$ cat src/rac_cfg.svh
`ifndef RAC_CFG_SVH
`define RAC_CFG_SVH
// Summary of operation
// RQ1 - own address 0..14, fifteen never answers
// RQ2 - address is selector A plus four times B
// RQ3 - selectors at zero give address zero
// RQ4 - outputs hold until a later update changes them
// RQ5 - controller sends sixteen values, nonzero means on
// RQ6 - packed word bits 0..15 drive channels 1..16
// RQ7 - multi-module updates step the address by one
// RQ8 - shared bus, act only on own address
// RQ9 - three controller lines: data, clock, latch
// RQ10 - controller bit period programmable and clamped
// RQ11 - controller doubles bit period when unreliable
// RQ12 - start both high, sample data on rising clock
// RQ13 - eight address bits, then sixteen bits on match
// RQ14 - latch low-high pulse with clock high transfers
// RQ15 - manual on, off, or automatic per channel
// RQ16 - mismatch ignores cycle, rearm when lines low
// RQ17 - latched bits clear at power-up

// register byte offsets
`define RAC_OFF_CTRL 8'h00
`define RAC_OFF_STAT 8'h04
`define RAC_OFF_LATCH 8'h08
`define RAC_OFF_RELAY 8'h0c
`define RAC_OFF_COUNT 8'h10
// control register fields and reset value
`define RAC_CTRL_EN_BIT 0
`define RAC_CTRL_CLR_BIT 1
`define RAC_CTRL_RST 1'b1
// status register field positions
`define RAC_STAT_ADDR_LSB 0
`define RAC_STAT_OK_BIT 4
`define RAC_STAT_EN_BIT 5
`define RAC_STAT_STATE_LSB 8
// link framing
`define RAC_ABITS 5'd8
`define RAC_DBITS 5'd16
`define RAC_ADDR_RESERVED 4'hf
`define RAC_LATCH_RST 16'h0000
// synchroniser bundle layout
`define RAC_SYNC_W 39
`define RAC_SY_DAT 0
`define RAC_SY_CLK 1
`define RAC_SY_LAT 2
`define RAC_SY_SWA 3
`define RAC_SY_SWB 5
`define RAC_SY_MAN 7
`endif

$ cat src/rac_pkg.sv
package rac_pkg;
  // receive sequencer states, one-hot
  typedef enum logic [5:0] {
    ST_REARM = 6'h01,
    ST_IDLE = 6'h02,
    ST_ADDR = 6'h04,
    ST_DATA = 6'h08,
    ST_SKIP = 6'h10,
    ST_LATCH = 6'h20
  } rac_state_t;
  // manual selector codes; code 3 is treated as automatic
  typedef enum logic [1:0] {
    MAN_AUTO = 2'h0,
    MAN_OFF = 2'h1,
    MAN_ON = 2'h2
  } rac_man_t;
endpackage

$ cat src/rac_sync.sv
`timescale 1ns/1ps
module rac_sync
  import rac_pkg::*;
#(
  parameter int W = 1
) (
  // clock and reset
  input wire logic clk,
  input wire logic rstn,
  // asynchronous inputs and their synchronised copies
  input wire logic [W-1:0] d,
  output logic [W-1:0] q
);
  logic [W-1:0] meta_r;
  logic [W-1:0] q_r;

  // two stages; first stage feeds only the second
  always_ff @(posedge clk or negedge rstn) begin
    if (!rstn) begin
      meta_r <= '0;
      q_r <= '0;
    end else begin
      meta_r <= d;
      q_r <= meta_r;
    end
  end

  assign q = q_r;
endmodule // rac_sync

$ cat src/rac_ahb_regs.sv
`timescale 1ns/1ps
`include "rac_cfg.svh"
module rac_ahb_regs
  import rac_pkg::*;
(
  // clock and reset
  input wire logic clk,
  input wire logic rstn,
  // ahb-lite slave
  input wire logic hsel,
  input wire logic [31:0] haddr,
  input wire logic [1:0] htrans,
  input wire logic hwrite,
  input wire logic [2:0] hsize,
  input wire logic [31:0] hwdata,
  input wire logic hready,
  output logic hreadyout,
  output logic [31:0] hrdata,
  output logic hresp,
  // control towards the receiver
  output logic link_en,
  output logic clr_pulse,
  // state shown to software
  input wire logic [31:0] stat_word,
  input wire logic [15:0] latch_bits,
  input wire logic [15:0] relay_bits,
  input wire logic [31:0] cnt_word
);
  logic wr_pend_r;
  logic [7:0] wr_addr_r;
  logic ctrl_en_r;
  logic clr_r;
  logic [31:0] hrdata_r;
  logic [31:0] rd_mux;

  // address phase decode; only word transfers are used, hsize not checked
  wire take = hsel & hready & htrans[1];
  wire in_map = (haddr[31:8] == 24'h0);
  wire [7:0] off = {haddr[7:2], 2'b00};
  wire wr_ctrl = wr_pend_r & (wr_addr_r == `RAC_OFF_CTRL);

  // read selection; unmapped offsets read zero
  assign rd_mux = !in_map ? 32'h0 :
                  (off == `RAC_OFF_CTRL) ? {31'h0, ctrl_en_r} :
                  (off == `RAC_OFF_STAT) ? stat_word :
                  (off == `RAC_OFF_LATCH) ? {16'h0, latch_bits} :
                  (off == `RAC_OFF_RELAY) ? {16'h0, relay_bits} :
                  (off == `RAC_OFF_COUNT) ? cnt_word : 32'h0;

  // capture the address phase, read data ready for the data phase
  always_ff @(posedge clk or negedge rstn) begin
    if (!rstn) begin
      wr_pend_r <= 1'b0;
      wr_addr_r <= 8'h00;
      hrdata_r <= 32'h0;
    end else begin
      wr_pend_r <= take & hwrite & in_map;
      wr_addr_r <= off;
      if (take && !hwrite) begin
        hrdata_r <= rd_mux;
      end
    end
  end

  // control register; clear bit is a self-clearing pulse
  always_ff @(posedge clk or negedge rstn) begin
    if (!rstn) begin
      ctrl_en_r <= `RAC_CTRL_RST;
      clr_r <= 1'b0;
    end else begin
      clr_r <= wr_ctrl & hwdata[`RAC_CTRL_CLR_BIT];
      if (wr_ctrl) begin
        ctrl_en_r <= hwdata[`RAC_CTRL_EN_BIT];
      end
    end
  end

  // zero wait states, always okay
  assign hreadyout = 1'b1;
  assign hresp = 1'b0;
  assign hrdata = hrdata_r;
  assign link_en = ctrl_en_r;
  assign clr_pulse = clr_r;
endmodule // rac_ahb_regs

$ cat src/rac_top.sv
`timescale 1ns/1ps
`include "rac_cfg.svh"
module rac_top
  import rac_pkg::*;
(
  // clock and reset
  input wire logic clk,
  input wire logic rstn,
  // ahb-lite slave
  input wire logic hsel,
  input wire logic [31:0] haddr,
  input wire logic [1:0] htrans,
  input wire logic hwrite,
  input wire logic [2:0] hsize,
  input wire logic [31:0] hwdata,
  input wire logic hready,
  output logic hreadyout,
  output logic [31:0] hrdata,
  output logic hresp,
  // three-wire link, all driven by the controller
  input wire logic serial_data_line,
  input wire logic shift_clock_line,
  input wire logic select_latch_line,
  // address selectors, two bits each
  input wire logic [1:0] addr_sel_a,
  input wire logic [1:0] addr_sel_b,
  // manual selectors, two bits per channel
  input wire logic [31:0] manual_sel,
  // relay drivers, bit 0 is channel one
  output logic [15:0] relay_drive
);

  // selector pair to bus address
  function automatic logic [3:0] rac_switch_addr(input logic [1:0] a, input logic [1:0] b);
    rac_switch_addr = {2'h0, a} + {b, 2'h0};
  endfunction

  // channels whose manual selector shows a given code
  function automatic logic [15:0] rac_mask(input logic [31:0] sel, input logic [1:0] code);
    logic [15:0] m;
    m = 16'h0000;
    for (int i = 0; i < 16; i++) begin
      m[i] = (sel[2*i +: 2] == code);
    end
    rac_mask = m;
  endfunction

  logic [`RAC_SYNC_W-1:0] raw_in;
  logic [`RAC_SYNC_W-1:0] sync_q;
  rac_state_t state_r;
  rac_state_t state_nxt;
  logic [4:0] bit_cnt_r;
  logic [4:0] bit_cnt_nxt;
  logic [15:0] shift_r;
  logic [15:0] shift_nxt;
  logic lowseen_r;
  logic lowseen_nxt;
  logic latch_evt;
  logic miss_evt;
  logic clk_prev_r;
  logic [15:0] latch_r;
  logic [15:0] relay_drive_r;
  logic [15:0] relay_nxt;
  logic [15:0] upd_cnt_r;
  logic [15:0] miss_cnt_r;
  logic link_en;
  logic clr_pulse;
  logic [31:0] stat_word;

  // every outside level, link and selectors alike, crosses two flops
  assign raw_in = {manual_sel, addr_sel_b, addr_sel_a,
                   select_latch_line, shift_clock_line, serial_data_line}; // [RQ9]
  rac_sync #(
    .W(`RAC_SYNC_W)
  ) u_sync (
    .clk(clk),
    .rstn(rstn),
    .d(raw_in),
    .q(sync_q)
  );

  // synchronised link view and edge detection
  wire sdat = sync_q[`RAC_SY_DAT];
  wire sclk = sync_q[`RAC_SY_CLK];
  wire sen = sync_q[`RAC_SY_LAT];
  wire [1:0] sw_a = sync_q[`RAC_SY_SWA +: 2];
  wire [1:0] sw_b = sync_q[`RAC_SY_SWB +: 2];
  wire [31:0] man_q = sync_q[`RAC_SY_MAN +: 32];
  wire clk_rise = sclk & ~clk_prev_r; // [RQ12]
  wire lines_low = ~sclk & ~sen;
  wire lines_high = sclk & sen; // [RQ12]

  // own address; synchroniser resets to zero so address zero until sampled
  wire [3:0] own_addr = rac_switch_addr(sw_a, sw_b); // [RQ2] [RQ3]
  wire addr_ok = (own_addr != `RAC_ADDR_RESERVED); // [RQ1]
  // address byte as it stands once its eighth bit is shifted, lsb first
  wire [7:0] addr_byte = {sdat, shift_r[15:9]};
  wire addr_match = addr_ok & (addr_byte == {4'h0, own_addr}); // [RQ1] [RQ8] [RQ13]

  // manual selector decode; unused code 3 falls back to automatic
  wire [15:0] on_mask = rac_mask(man_q, MAN_ON);
  wire [15:0] off_mask = rac_mask(man_q, MAN_OFF);
  wire [15:0] auto_mask = ~(on_mask | off_mask);
  assign relay_nxt = on_mask | (auto_mask & latch_r); // [RQ15]

  // receive sequencer
  always_comb begin
    state_nxt = state_r;
    bit_cnt_nxt = bit_cnt_r;
    shift_nxt = shift_r;
    lowseen_nxt = lowseen_r;
    latch_evt = 1'b0;
    miss_evt = 1'b0;
    case (state_r)
      ST_REARM: begin
        if (lines_low) begin // [RQ16]
          state_nxt = ST_IDLE;
        end
      end
      ST_IDLE: begin
        // both lines high opens a cycle; a disabled link just watches it go by
        if (lines_high) begin // [RQ12]
          bit_cnt_nxt = 5'd0;
          state_nxt = link_en ? ST_ADDR : ST_SKIP;
        end
      end
      ST_ADDR: begin
        if (!sen) begin
          state_nxt = ST_REARM;
        end else if (clk_rise) begin
          shift_nxt = {sdat, shift_r[15:1]}; // [RQ12]
          bit_cnt_nxt = bit_cnt_r + 5'd1;
          if (bit_cnt_r == `RAC_ABITS - 5'd1) begin // [RQ13]
            bit_cnt_nxt = 5'd0;
            if (addr_match) begin
              state_nxt = ST_DATA;
            end else begin
              state_nxt = ST_SKIP; // [RQ16]
              miss_evt = 1'b1;
            end
          end
        end
      end
      ST_DATA: begin
        // first data bit ends up in bit 0, channel one
        if (!sen) begin
          state_nxt = ST_REARM;
        end else if (clk_rise) begin
          shift_nxt = {sdat, shift_r[15:1]}; // [RQ13]
          bit_cnt_nxt = bit_cnt_r + 5'd1;
          if (bit_cnt_r == `RAC_DBITS - 5'd1) begin
            state_nxt = ST_LATCH;
            lowseen_nxt = 1'b0;
          end
        end
      end
      ST_LATCH: begin
        // clock must stay high across the low-high latch pulse
        if (!sclk) begin
          state_nxt = ST_REARM;
        end else if (!sen) begin
          lowseen_nxt = 1'b1;
        end else if (lowseen_r) begin
          latch_evt = 1'b1; // [RQ14]
          state_nxt = ST_REARM;
        end
      end
      ST_SKIP: begin
        if (lines_low) begin // [RQ16]
          state_nxt = ST_IDLE;
        end
      end
      default: begin
        state_nxt = ST_REARM;
      end
    endcase
  end

  // sequencer registers; start in rearm as the lines may be mid-cycle
  always_ff @(posedge clk or negedge rstn) begin
    if (!rstn) begin
      state_r <= ST_REARM;
      bit_cnt_r <= 5'd0;
      shift_r <= 16'h0000;
      lowseen_r <= 1'b0;
      clk_prev_r <= 1'b0;
    end else begin
      state_r <= state_nxt;
      bit_cnt_r <= bit_cnt_nxt;
      shift_r <= shift_nxt;
      lowseen_r <= lowseen_nxt;
      clk_prev_r <= sclk;
    end
  end

  // holding register; a bus latch wins over a software clear
  always_ff @(posedge clk or negedge rstn) begin
    if (!rstn) begin
      latch_r <= `RAC_LATCH_RST; // [RQ17]
    end else if (latch_evt) begin
      latch_r <= shift_r; // [RQ4] [RQ14]
    end else if (clr_pulse) begin
      latch_r <= `RAC_LATCH_RST;
    end
  end

  // relay drivers and event counters
  always_ff @(posedge clk or negedge rstn) begin
    if (!rstn) begin
      relay_drive_r <= 16'h0000;
      upd_cnt_r <= 16'h0000;
      miss_cnt_r <= 16'h0000;
    end else begin
      relay_drive_r <= relay_nxt; // [RQ15]
      upd_cnt_r <= upd_cnt_r + {15'h0, latch_evt};
      miss_cnt_r <= miss_cnt_r + {15'h0, miss_evt};
    end
  end

  // status word for software
  assign stat_word = {18'h0, state_r, 2'h0, link_en, addr_ok, own_addr};

  rac_ahb_regs u_regs (
    .clk(clk),
    .rstn(rstn),
    .hsel(hsel),
    .haddr(haddr),
    .htrans(htrans),
    .hwrite(hwrite),
    .hsize(hsize),
    .hwdata(hwdata),
    .hready(hready),
    .hreadyout(hreadyout),
    .hrdata(hrdata),
    .hresp(hresp),
    .link_en(link_en),
    .clr_pulse(clr_pulse),
    .stat_word(stat_word),
    .latch_bits(latch_r),
    .relay_bits(relay_drive_r),
    .cnt_word({miss_cnt_r, upd_cnt_r})
  );

  assign relay_drive = relay_drive_r;
endmodule // rac_top

$ cat config.mk
export PLATFORM = sky130hd
export DESIGN_NAME = rac_top
export DESIGN_NICKNAME = d
export VERILOG_FILES = /design/src/rac_pkg.sv /design/src/rac_sync.sv /design/src/rac_ahb_regs.sv /design/src/rac_top.sv
export VERILOG_INCLUDE_DIRS = /design/src
export SDC_FILE = /design/constraint.sdc
export NUM_CORES = 1
export LEC_CHECK = 0
export BUFFER_PORTS_ARGS = -buffer_cell sky130_fd_sc_hd__buf_2
export CAP_MARGIN = 20
export CORE_ASPECT_RATIO = 1.4
export CORE_MARGIN = 5
export CORE_UTILIZATION = 55
export DETAILED_ROUTE_END_ITERATION = 6
export PLACE_DENSITY = 0.79
export SKIP_CTS_REPAIR_TIMING = 1
export SLEW_MARGIN = 20
export SYNTH_ARGS = -nofsm -noshare
export SYNTH_HDL_FRONTEND = slang
export SYNTH_SLANG_ARGS = --single-unit
$ cat constraint.sdc
create_clock -name clk -period 2.9 [get_ports clk]
set_input_delay 0.145 -clock clk [delete_from_list [all_inputs] [get_ports clk]]
set_output_delay 0.145 -clock clk [all_outputs]
set_load 0.02 [all_outputs]
After elaboration in Yosys (flattened, before gate mapping)
Cells that the tools add are included.
{ "classes": {"n_addsub": 4, "n_eq_ne": 61, "n_mux": 44, "n_bitwise": 17, "n_reduce_logical": 14} }
{ "op_table": {"columns": ["cell", "count"], "rows": [
  ["two-way mux 32 bit", 6],
  ["two-way mux 6 bit", 11],
  ["two-way mux 5 bit", 8],
  ["adder 16 x 1 -> 16 bit", 2],
  ["== test 2 x 1 -> 1 bit (second input constant)", 16],
  ["== test 2 bit (second input constant)", 16],
  ["two-way mux 16 bit", 2],
  ["OR 16 bit", 2],
  ["one-hot mux 6 bit (5 select lines)", 1],
  ["zero test 24 bit", 1],
  ["== test 6 x 2 -> 1 bit (second input constant)", 3],
  ["AND 16 bit", 1],
  ["zero test 8 bit", 2],
  ["inverter 16 bit", 1],
  ["inequality test 3 bit (second input constant)", 5],
  ["one-hot mux 5 bit (3 select lines)", 1],
  ["two-way mux 1 bit", 14],
  ["== test 6 x 1 -> 1 bit (second input constant)", 2],
  ["== test 6 x 3 -> 1 bit (second input constant)", 2],
  ["AND reduction 6 bit", 2],
  ["AND 1 bit", 10],
  ["inequality test 2 bit (second input constant)", 5],
  ["== test 8 x 4 -> 1 bit", 1],
  ["inequality test 2 x 1 -> 1 bit (second input constant)", 4],
  ["18 further kinds", 22]
]} }
{ "word_totals": {"regBits": 212, "input_bits": 113, "output_inout_bits": 50} }

Longest topological paths before layout
Gate-level depths: netlist of the first run.
{ "depth": {"word_depth": 9, "ltp_mapped": 10} }

Modules after synthesis
Synthesis of the first run repeated with hierarchy kept, for this count alone.
{ "hier_totals": {"hier_cells": 678, "hier_area_um2": 8509.4} }
{ "by_module_without_submodules": {"columns": ["module", "instances", "cells_per_inst", "area_per_inst_um2", "seq_area_each_um2"], "rows": [
  ["rac_top", 1, 368, 4272.8, 2328.5],
  ["rac_ahb_regs", 1, 232, 2284.7, 1027.2],
  ["rac_sync", 1, 78, 1951.9, 1951.9]
]} }

Least setup slack after synthesis of the first run
Ideal clock, no wire load.
{ "synth_timing": {"path_kind": "register to register", "from": "register state_r[1]", "to": "register upd_cnt_r[10]", "setup_time_ps": 123, "arrival_ps": 2338, "path_slack_ps": 440, "path_stages_with_launch": 11, "n_path_buf": 1, "synth_period_minus_slack_ps": 2460, "cell_sequence": "dfrtp_1 or3_1 nor3_1 nand3_1 inv_2 buf_2 ha_1 ha_1 and3_1 nand4_1 xnor2_1"} }
{ "synth_between": {"elab_chain_cells": 3} }
{ "synth_lines": {"columns": ["item", "line", "text"], "rows": [
  ["start: declaration", "rac_top.sv:50", "rac_state_t state_r;"],
  ["start signal: assignment", "rac_top.sv:188", "state_r <= state_nxt;"],
  ["== test 6 bit", "rac_top.sv:114", "case (state_r)"],
  ["two-way mux 1 bit", "rac_top.sv:114", null],
  ["adder 16 x 1 -> 16 bit", "rac_top.sv:215", "upd_cnt_r <= upd_cnt_r + {15'h0, latch_evt};"],
  ["end signal: assignment", "rac_top.sv:215", null],
  ["end: declaration", "rac_top.sv:64", "logic [15:0] upd_cnt_r;"]
]} }
Every way passes these cells.
A chain may end at the register's enable or synchronous reset.

Worst setup path in the final report of the first run
Ends and elaborated chain as after synthesis.

==> impl_metrics.json, run 1 <==
{
  "clk_latency_ns": 0.49,
  "whs_endpoint": "u_regs.wr_addr_r[2]",
  "port-buffer-count": 124,
  "wire_per_inst_um": 17.04,
  "cp_max_fo": 5,
  "synthFlopType": "dfrtp_1",
  "rows": 53,
  "tritoncts": "done",
  "critPathSlowestCell": "dfrtp_1",
  "crit_path_frequent_cell": "ha_1",
  "final_common_cell": "dfrtp_1",
  "post-place-ws_ns": 0.3331,
  "critPathKind": "register to register",
  "cp.arrival_ns": 2.94,
  "cts_htree_levels": 1,
  "layout.nets": 1019,
  "clock.fmax_mhz": 389.6,
  "wl_mm": 18.58,
  "swShare": 0.2311,
  "synth-seq-cells": 212,
  "r2r-end": "upd_cnt_r[10]",
  "synth.area.mux_share": 0.02508,
  "critPathRequiredTime_ns": 3.27,
  "ys_types": 52,
  "finalHoldViolCount": 0,
  "drc": 0,
  "clock_sinks": 212,
  "synth.area.top_cells": "dfrtp_1 63%, nand2_1 4.9%, ha_1 3.3%",
  "clkSlewWorstSetupHoldPaths_ns": 0.07,
  "reg2reg_slack_ns": 0.33,
  "dieArea_mm2": 0.01765,
  "firstDrtPassIters": 5,
  "synthSimpleGateAreaFrac": 0.1314,
  "synth_nets": 841,
  "cts_buffers": 20,
  "synth_xor_area_frac": 0.03384,
  "overflow": 0,
  "layout_common_cells": "210 x dfrtp_1, 123 x buf_2, 108 x nand2_1, 48 x dlygate4sd3_1, 33 x inv_1",
  "synth_top_family_by_area": "simple AND/OR/NAND/NOR gates",
  "coreArea_mm2": 0.01492,
  "dp_hpwl_mm": 12.90,
  "grt_max_degree": 93,
  "power_mw": 6.338,
  "grt_pass1_wl_mm": 29.07,
  "antenna_found_initial": 0,
  "rsz0062_at_grt": "false",
  "yosysTopAreaCell": "dfrtp_1",
  "synth_compound_area_frac": 0.1036,
  "clkPwrFrac": 0.412,
  "reg2reg_from": "state_r[1]",
  "final.period_utilization": 0.8851,
  "holdCritPathClass": "input port to register",
  "die_w_um": 113.7,
  "drtIter0Drc": 429,
  "slew_headroom": 0.3748,
  "worst_pin_slew_ns": 0.9377,
  "max-vdd-ir-drop_mv": 0.5354,
  "clock_path_buffers": 3,
  "p_leak_nw": 5.108,
  "fin_skew_ns": 0.01335,
  "antenna_cells": 0,
  "yosys_warnings": 0,
  "maxSlewViolCount": 0,
  "die_y_um": 155.2,
  "run_status": "finished, final reports clean",
  "slowest_delay_ns": 0.44,
  "synthesis.area_mm2": 0.008283,
  "routed_via_density": 5.397,
  "cp-end-kind": "register",
  "p_int_mw": 4.873,
  "layout-drive-gt1-share": 0.2016,
  "hold_ws_ns": 0.06910,
  "tns_ns": 0,
  "cap_violations": 0,
  "synth.top_cell.area_share": 0.6344,
  "syn_area_per_cell_um2": 11.73,
  "synthArstFlopShare": 1.000,
  "comb_power_share": 0.091,
  "setup_viol": 0,
  "synth_edf_count": 0,
  "whs_path_depth": 1,
  "io_pins": 163,
  "min_period_ns": 2.567,
  "initial_core_util": 0.5551,
  "synthToLayoutAreaGrowth_pct": 24.30,
  "p_sw_mw": 1.465,
  "r2r_cells": 9,
  "start_kind": "register",
  "path_cells": "or3_1 -> nor3_1 -> nand3_1 -> inv_2 -> ha_1 -> ha_1 -> and3_1 -> nand4_1 -> xnor2_1",
  "gp_congestion": 0.8924,
  "ant_nets": 0,
  "power.share.sequential": 0.497,
  "seq_area_frac_synth": 0.6408,
  "hold_path.startpoint": "haddr[2]",
  "grt_use_total": 0.2058,
  "synthCells": 706,
  "synthAdderAreaFrac": 0.03323,
  "root_buffer": "clkbuf_16",
  "grt_pass1_vias": 5912,
  "dr_total_vias": 5883,
  "pwr_density_cell_mw_per_mm2": 615.5,
  "postLayoutSetupSlackWorst_ns": 0.3333
}
-- layer usage --
layer,routed length [µm],share of wire,vias to the layer above,global-route usage
li1,-,-,2774,-
met1,6896,0.37,2853,0.2486
met2,9648,0.52,207,0.3589
met3,1327,0.071,49,0.04163
met4,704,0.038,0,0.08362
met5,0,0,-,0
-- power by group through the flow --
stage               sequential [mW]  clock, mW  combinational (mW)
floorplan                      3.19          0               0.312
global placement               3.20          0               0.513
detailed placement             3.20          0               0.524
CTS                            3.15       2.66               0.528
global route                   3.16       2.81               0.640
finish                         3.15       2.61               0.574
-- through the flow --
stage,util,instances,instance area [µm²]
floorplan,-,706,8283
global placement,0.6126,1006,9140
detailed placement,0.6126,1006,9140
CTS,0.6579,1042,9816
global route,0.6901,1090,10300
finish,0.6901,1090,10300
-- sequential cells by signal, summed over array words and instances (netlist names) --
| name | count |
|---|---|
| upd_cnt_r | 16 |
| latch_r | 16 |
| u_regs.wr_pend_r | 1 |
| relay_drive | 16 |
| u_regs.hrdata | 32 |
| u_sync.q | 39 |
| clk_prev_r | 1 |
| u_sync.meta_r | 39 |
| state_r | 6 |
| miss_cnt_r | 16 |
| u_regs.wr_addr_r | 6 |
| shift_r | 16 |
| bit_cnt_r | 5 |
| u_regs.clr_pulse | 1 |
| lowseen_r | 1 |
| u_regs.link_en | 1 |
-- worst max-delay path, delay by kind of cell (launching register included) --
family | cells | cell delay (ns)
AND/OR/NAND/NOR | 5 | 1.26
buffers and inverters | 1 | 0.10
adder cells (fa/ha/maj) | 2 | 0.49
XOR/XNOR | 1 | 0.15
flip-flops | 1 | 0.44
-- area by class of cell --
type / instances / area (µm²)
Sequential cell: 212 / 5308
Multi-Input combinational cell: 430 / 2718
Tap cell: 192 / 240.2
Fill cell: 1101 / 4624
Clock buffer: 29 / 605.6
Timing Repair Buffer: 186 / 1227
Clock inverter: 7 / 70.07
Inverter: 34 / 127.6
-- worst max-delay path by stage --
stage | cells past startpoint | startpoint | to | slack [ns]
floorplan | 10 | state_r[1] | upd_cnt_r[10] | 0.44
global placement | 9 | state_r[1] | upd_cnt_r[10] | 0.42
detailed placement | 9 | state_r[1] | upd_cnt_r[10] | 0.33
CTS | 9 | state_r[1] | upd_cnt_r[10] | 0.32
global route | 9 | state_r[1] | upd_cnt_r[10] | 0.16
finish | 9 | state_r[1] | upd_cnt_r[10] | 0.33
-- cell families (layout without fill, tap and decap cells) --
family,after synthesis,count (layout)
xor+xnor,32,32
other cells,2,2
mux,19,19
flops,212,212
fa+ha+maj,22,22
simple gates,220,220
compound gates,135,135
buf+inv,64,256
-- synth_stat cells, types with 7 or more instances --
| library cell | n |
|---|---|
| nand2_1 | 108 |
| xor2_1 | 8 |
| o21ai_0 | 21 |
| a22o_1 | 9 |
| nand3b_1 | 16 |
| clkbuf_1 | 25 |
| nand4_1 | 7 |
| dfrtp_1 | 210 |
| ha_1 | 22 |
| o21ai_1 | 29 |
| inv_1 | 33 |
| nand3_1 | 19 |
| a32o_1 | 9 |
| xnor2_1 | 24 |
| a21oi_1 | 30 |
| and3_1 | 8 |
| a21o_1 | 18 |
| mux2_1 | 11 |
| nor4_1 | 8 |
| nor3_1 | 11 |
| nor2_1 | 16 |
Power figures use the tool's default switching activity.
==> run 2, diff against run 1 <==
Settings changed: CORE_UTILIZATION 55 to 49, PLACE_DENSITY 0.79 to 0.74.
Clock period 2.9 ns to 2.1 ns, I/O delays scaled along.
==> run 2 against run 1 <==
  * Sequential power rose by 37%
  * Critical path depth unchanged
  * Global-route usage fell by 1.1 points
  * Sequential share of layout area down 2.2 points
  * Combinational power is 81% higher
  * Worst setup slack worse by 0.33 ns
  * Utilization is 4.5 points lower
  * Flip-flop and latch count unchanged
  * Cell count increased by 4.3%
  * Clock-buffer cell count shrank 3
  * First-iteration DRC count shrank 13%
  * Critical path type unchanged
  * Largest power group unchanged
==> impl_metrics.json, run 2 (synthesis results as in run 1) <==
{
  "rsz0062_at_grt": "true",
  "dieArea_mm2": 0.01964,
  "cap_violations": 0,
  "cts_htree_levels": 1,
  "initial_core_util": 0.4967,
  "die_y_um": 163.8,
  "tns_ns": 0,
  "root_buffer": "clkbuf_16",
  "firstDrtPassIters": 5,
  "critPathKind": "register to register",
  "dp_hpwl_mm": 13.33,
  "die_w_um": 119.9,
  "p_sw_mw": 2.165,
  "power.share.sequential": 0.478,
  "grt_pass1_vias": 6018,
  "ant_nets": 0,
  "setup_viol": 0,
  "wl_mm": 19.94,
  "clock_sinks": 212,
  "clk_latency_ns": 0.50,
  "max-vdd-ir-drop_mv": 0.6934,
  "grt_use_total": 0.1951,
  "finalHoldViolCount": 0,
  "pwr_density_cell_mw_per_mm2": 842.6,
  "run_status": "finished, final reports clean",
  "p_leak_nw": 5.308,
  "drtIter0Drc": 372,
  "cts_buffers": 20,
  "layout_common_cells": "208 x dfrtp_1, 123 x buf_2, 106 x nand2_1, 48 x dlygate4sd3_1, 47 x buf_4",
  "cp_max_fo": 3,
  "grt_max_degree": 65,
  "clock.fmax_mhz": 476.9,
  "critPathRequiredTime_ns": 2.52,
  "clock_path_buffers": 3,
  "clkPwrFrac": 0.408,
  "final_common_cell": "dfrtp_1",
  "fin_skew_ns": 0.01752,
  "post-route-util": 0.6450,
  "tritoncts": "done",
  "synthToLayoutAreaGrowth_pct": 29.86,
  "overflow": 0,
  "rows": 56,
  "swShare": 0.2389,
  "clkSlewWorstSetupHoldPaths_ns": 0.07,
  "dr_total_vias": 6134,
  "p_int_mw": 6.899,
  "routed_via_density": 5.395,
  "grt_pass1_wl_mm": 30.46,
  "start_kind": "register",
  "layout-drive-gt1-share": 0.2591,
  "cp-end-kind": "register",
  "final.period_utilization": 0.9985,
  "maxSlewViolCount": 0,
  "io_pins": 163,
  "port-buffer-count": 124,
  "antenna_cells": 0,
  "comb_power_share": 0.115,
  "layout.nets": 1055,
  "worst_pin_slew_ns": 0.5556,
  "holdCritPathClass": "input port to register",
  "wire_per_inst_um": 17.54,
  "min_period_ns": 2.097,
  "coreArea_mm2": 0.01668,
  "slew_headroom": 0.6296,
  "antenna_found_initial": 0,
  "drc": 0,
  "gp_congestion": 0.9128,
  "cp.arrival_ns": 2.52
}
-- run 2: cell count changes in the layout (fill, tap and decap cells not counted), moves of 3 or more --
cell,before,now
buf_4,13,47
clkbuf_8,6,3
ha_1,22,18
nand3_1,19,15
nand3_2,0,4
nor2_1,16,11
nor2_2,1,4
nor3_1,11,8
-- run 2: worst paths after layout --
kind | from | to | slack (ns) | cells after the start
hold / removal | haddr[2] | u_regs.wr_addr_r[2] | 0.02 | 2
min in group asynchronous | rstn | u_regs.hrdata[28] | 0.16 | 2
setup / recovery | u_sync.q[6] | miss_cnt_r[10] | 0.003 | 9
max in group asynchronous | rstn | shift_r[3] | 1.20 | 3
setup reg to reg | u_sync.q[6] | miss_cnt_r[10] | 0.003 | 9
hold reg to reg | u_sync.meta_r[27] | u_sync.q[27] | 0.34 | 0
-- run 2: stage by stage --
| stage | hold slack, ns | std cells | cell area (µm²) | worst slack (ns) | power [mW] |
|---|---|---|---|---|---|
| 3_5_place_dp | 0.1417 | 1049 | 9475 | -0.1092 | 5.346 |
| 2_1_floorplan | -0.1906 | 706 | 8346 | -0.001367 | 4.876 |
| 3_3_place_gp | 0.1442 | 1049 | 9475 | -0.05448 | 5.318 |
| 5_1_grt | 0.03120 | 1137 | 10760 | -0.05163 | 9.413 |
| 4_1_cts | -0.3829 | 1085 | 10150 | -0.1759 | 9.037 |
| 6_report | 0.02465 | 1137 | 10760 | 0.003239 | 9.064 |
-- run 2: critical path, stage by stage (launching register included) --
cell and delay [ns]:
dfrtp_1 0.45, nand3_2 0.15, a21oi_4 0.21, o2111ai_2 0.17
nor3_2 0.14, ha_2 0.22, ha_2 0.22, nand2_4 0.09
nor3_2 0.22, xor2_1 0.16
-- run 2: power by group through the flow --
stage / combinational [mW] / clock, mW / sequential [mW]
after floorplan: 0.463 / 0 / 4.41
after global placement: 0.922 / 0 / 4.40
after detailed placement: 0.942 / 0 / 4.40
after CTS: 0.949 / 3.76 / 4.33
after global routing: 1.14 / 3.93 / 4.34
final: 1.04 / 3.69 / 4.33
-- run 2: area by class of cell --
class | count | area [µm²]
clock buffer | 26 | 564.3
clock inverter | 10 | 113.9
fill | 1260 | 5919
inverter | 34 | 127.6
multi-input combinational | 430 | 2864
sequential | 212 | 5310
tap | 203 | 254.0
timing repair buffer | 222 | 1523
-- run 2: routing by layer --
layer / part of all wire / GRT usage / up-vias / wire length (µm)
met4: 0.044 / 0.08650 / 0 / 869
met2: 0.52 / 0.3449 / 236 / 10280
met1: 0.38 / 0.2362 / 2998 / 7657
met5: 0 / 0 / - / 0
li1: - / - / 2847 / -
met3: 0.057 / 0.03135 / 53 / 1131
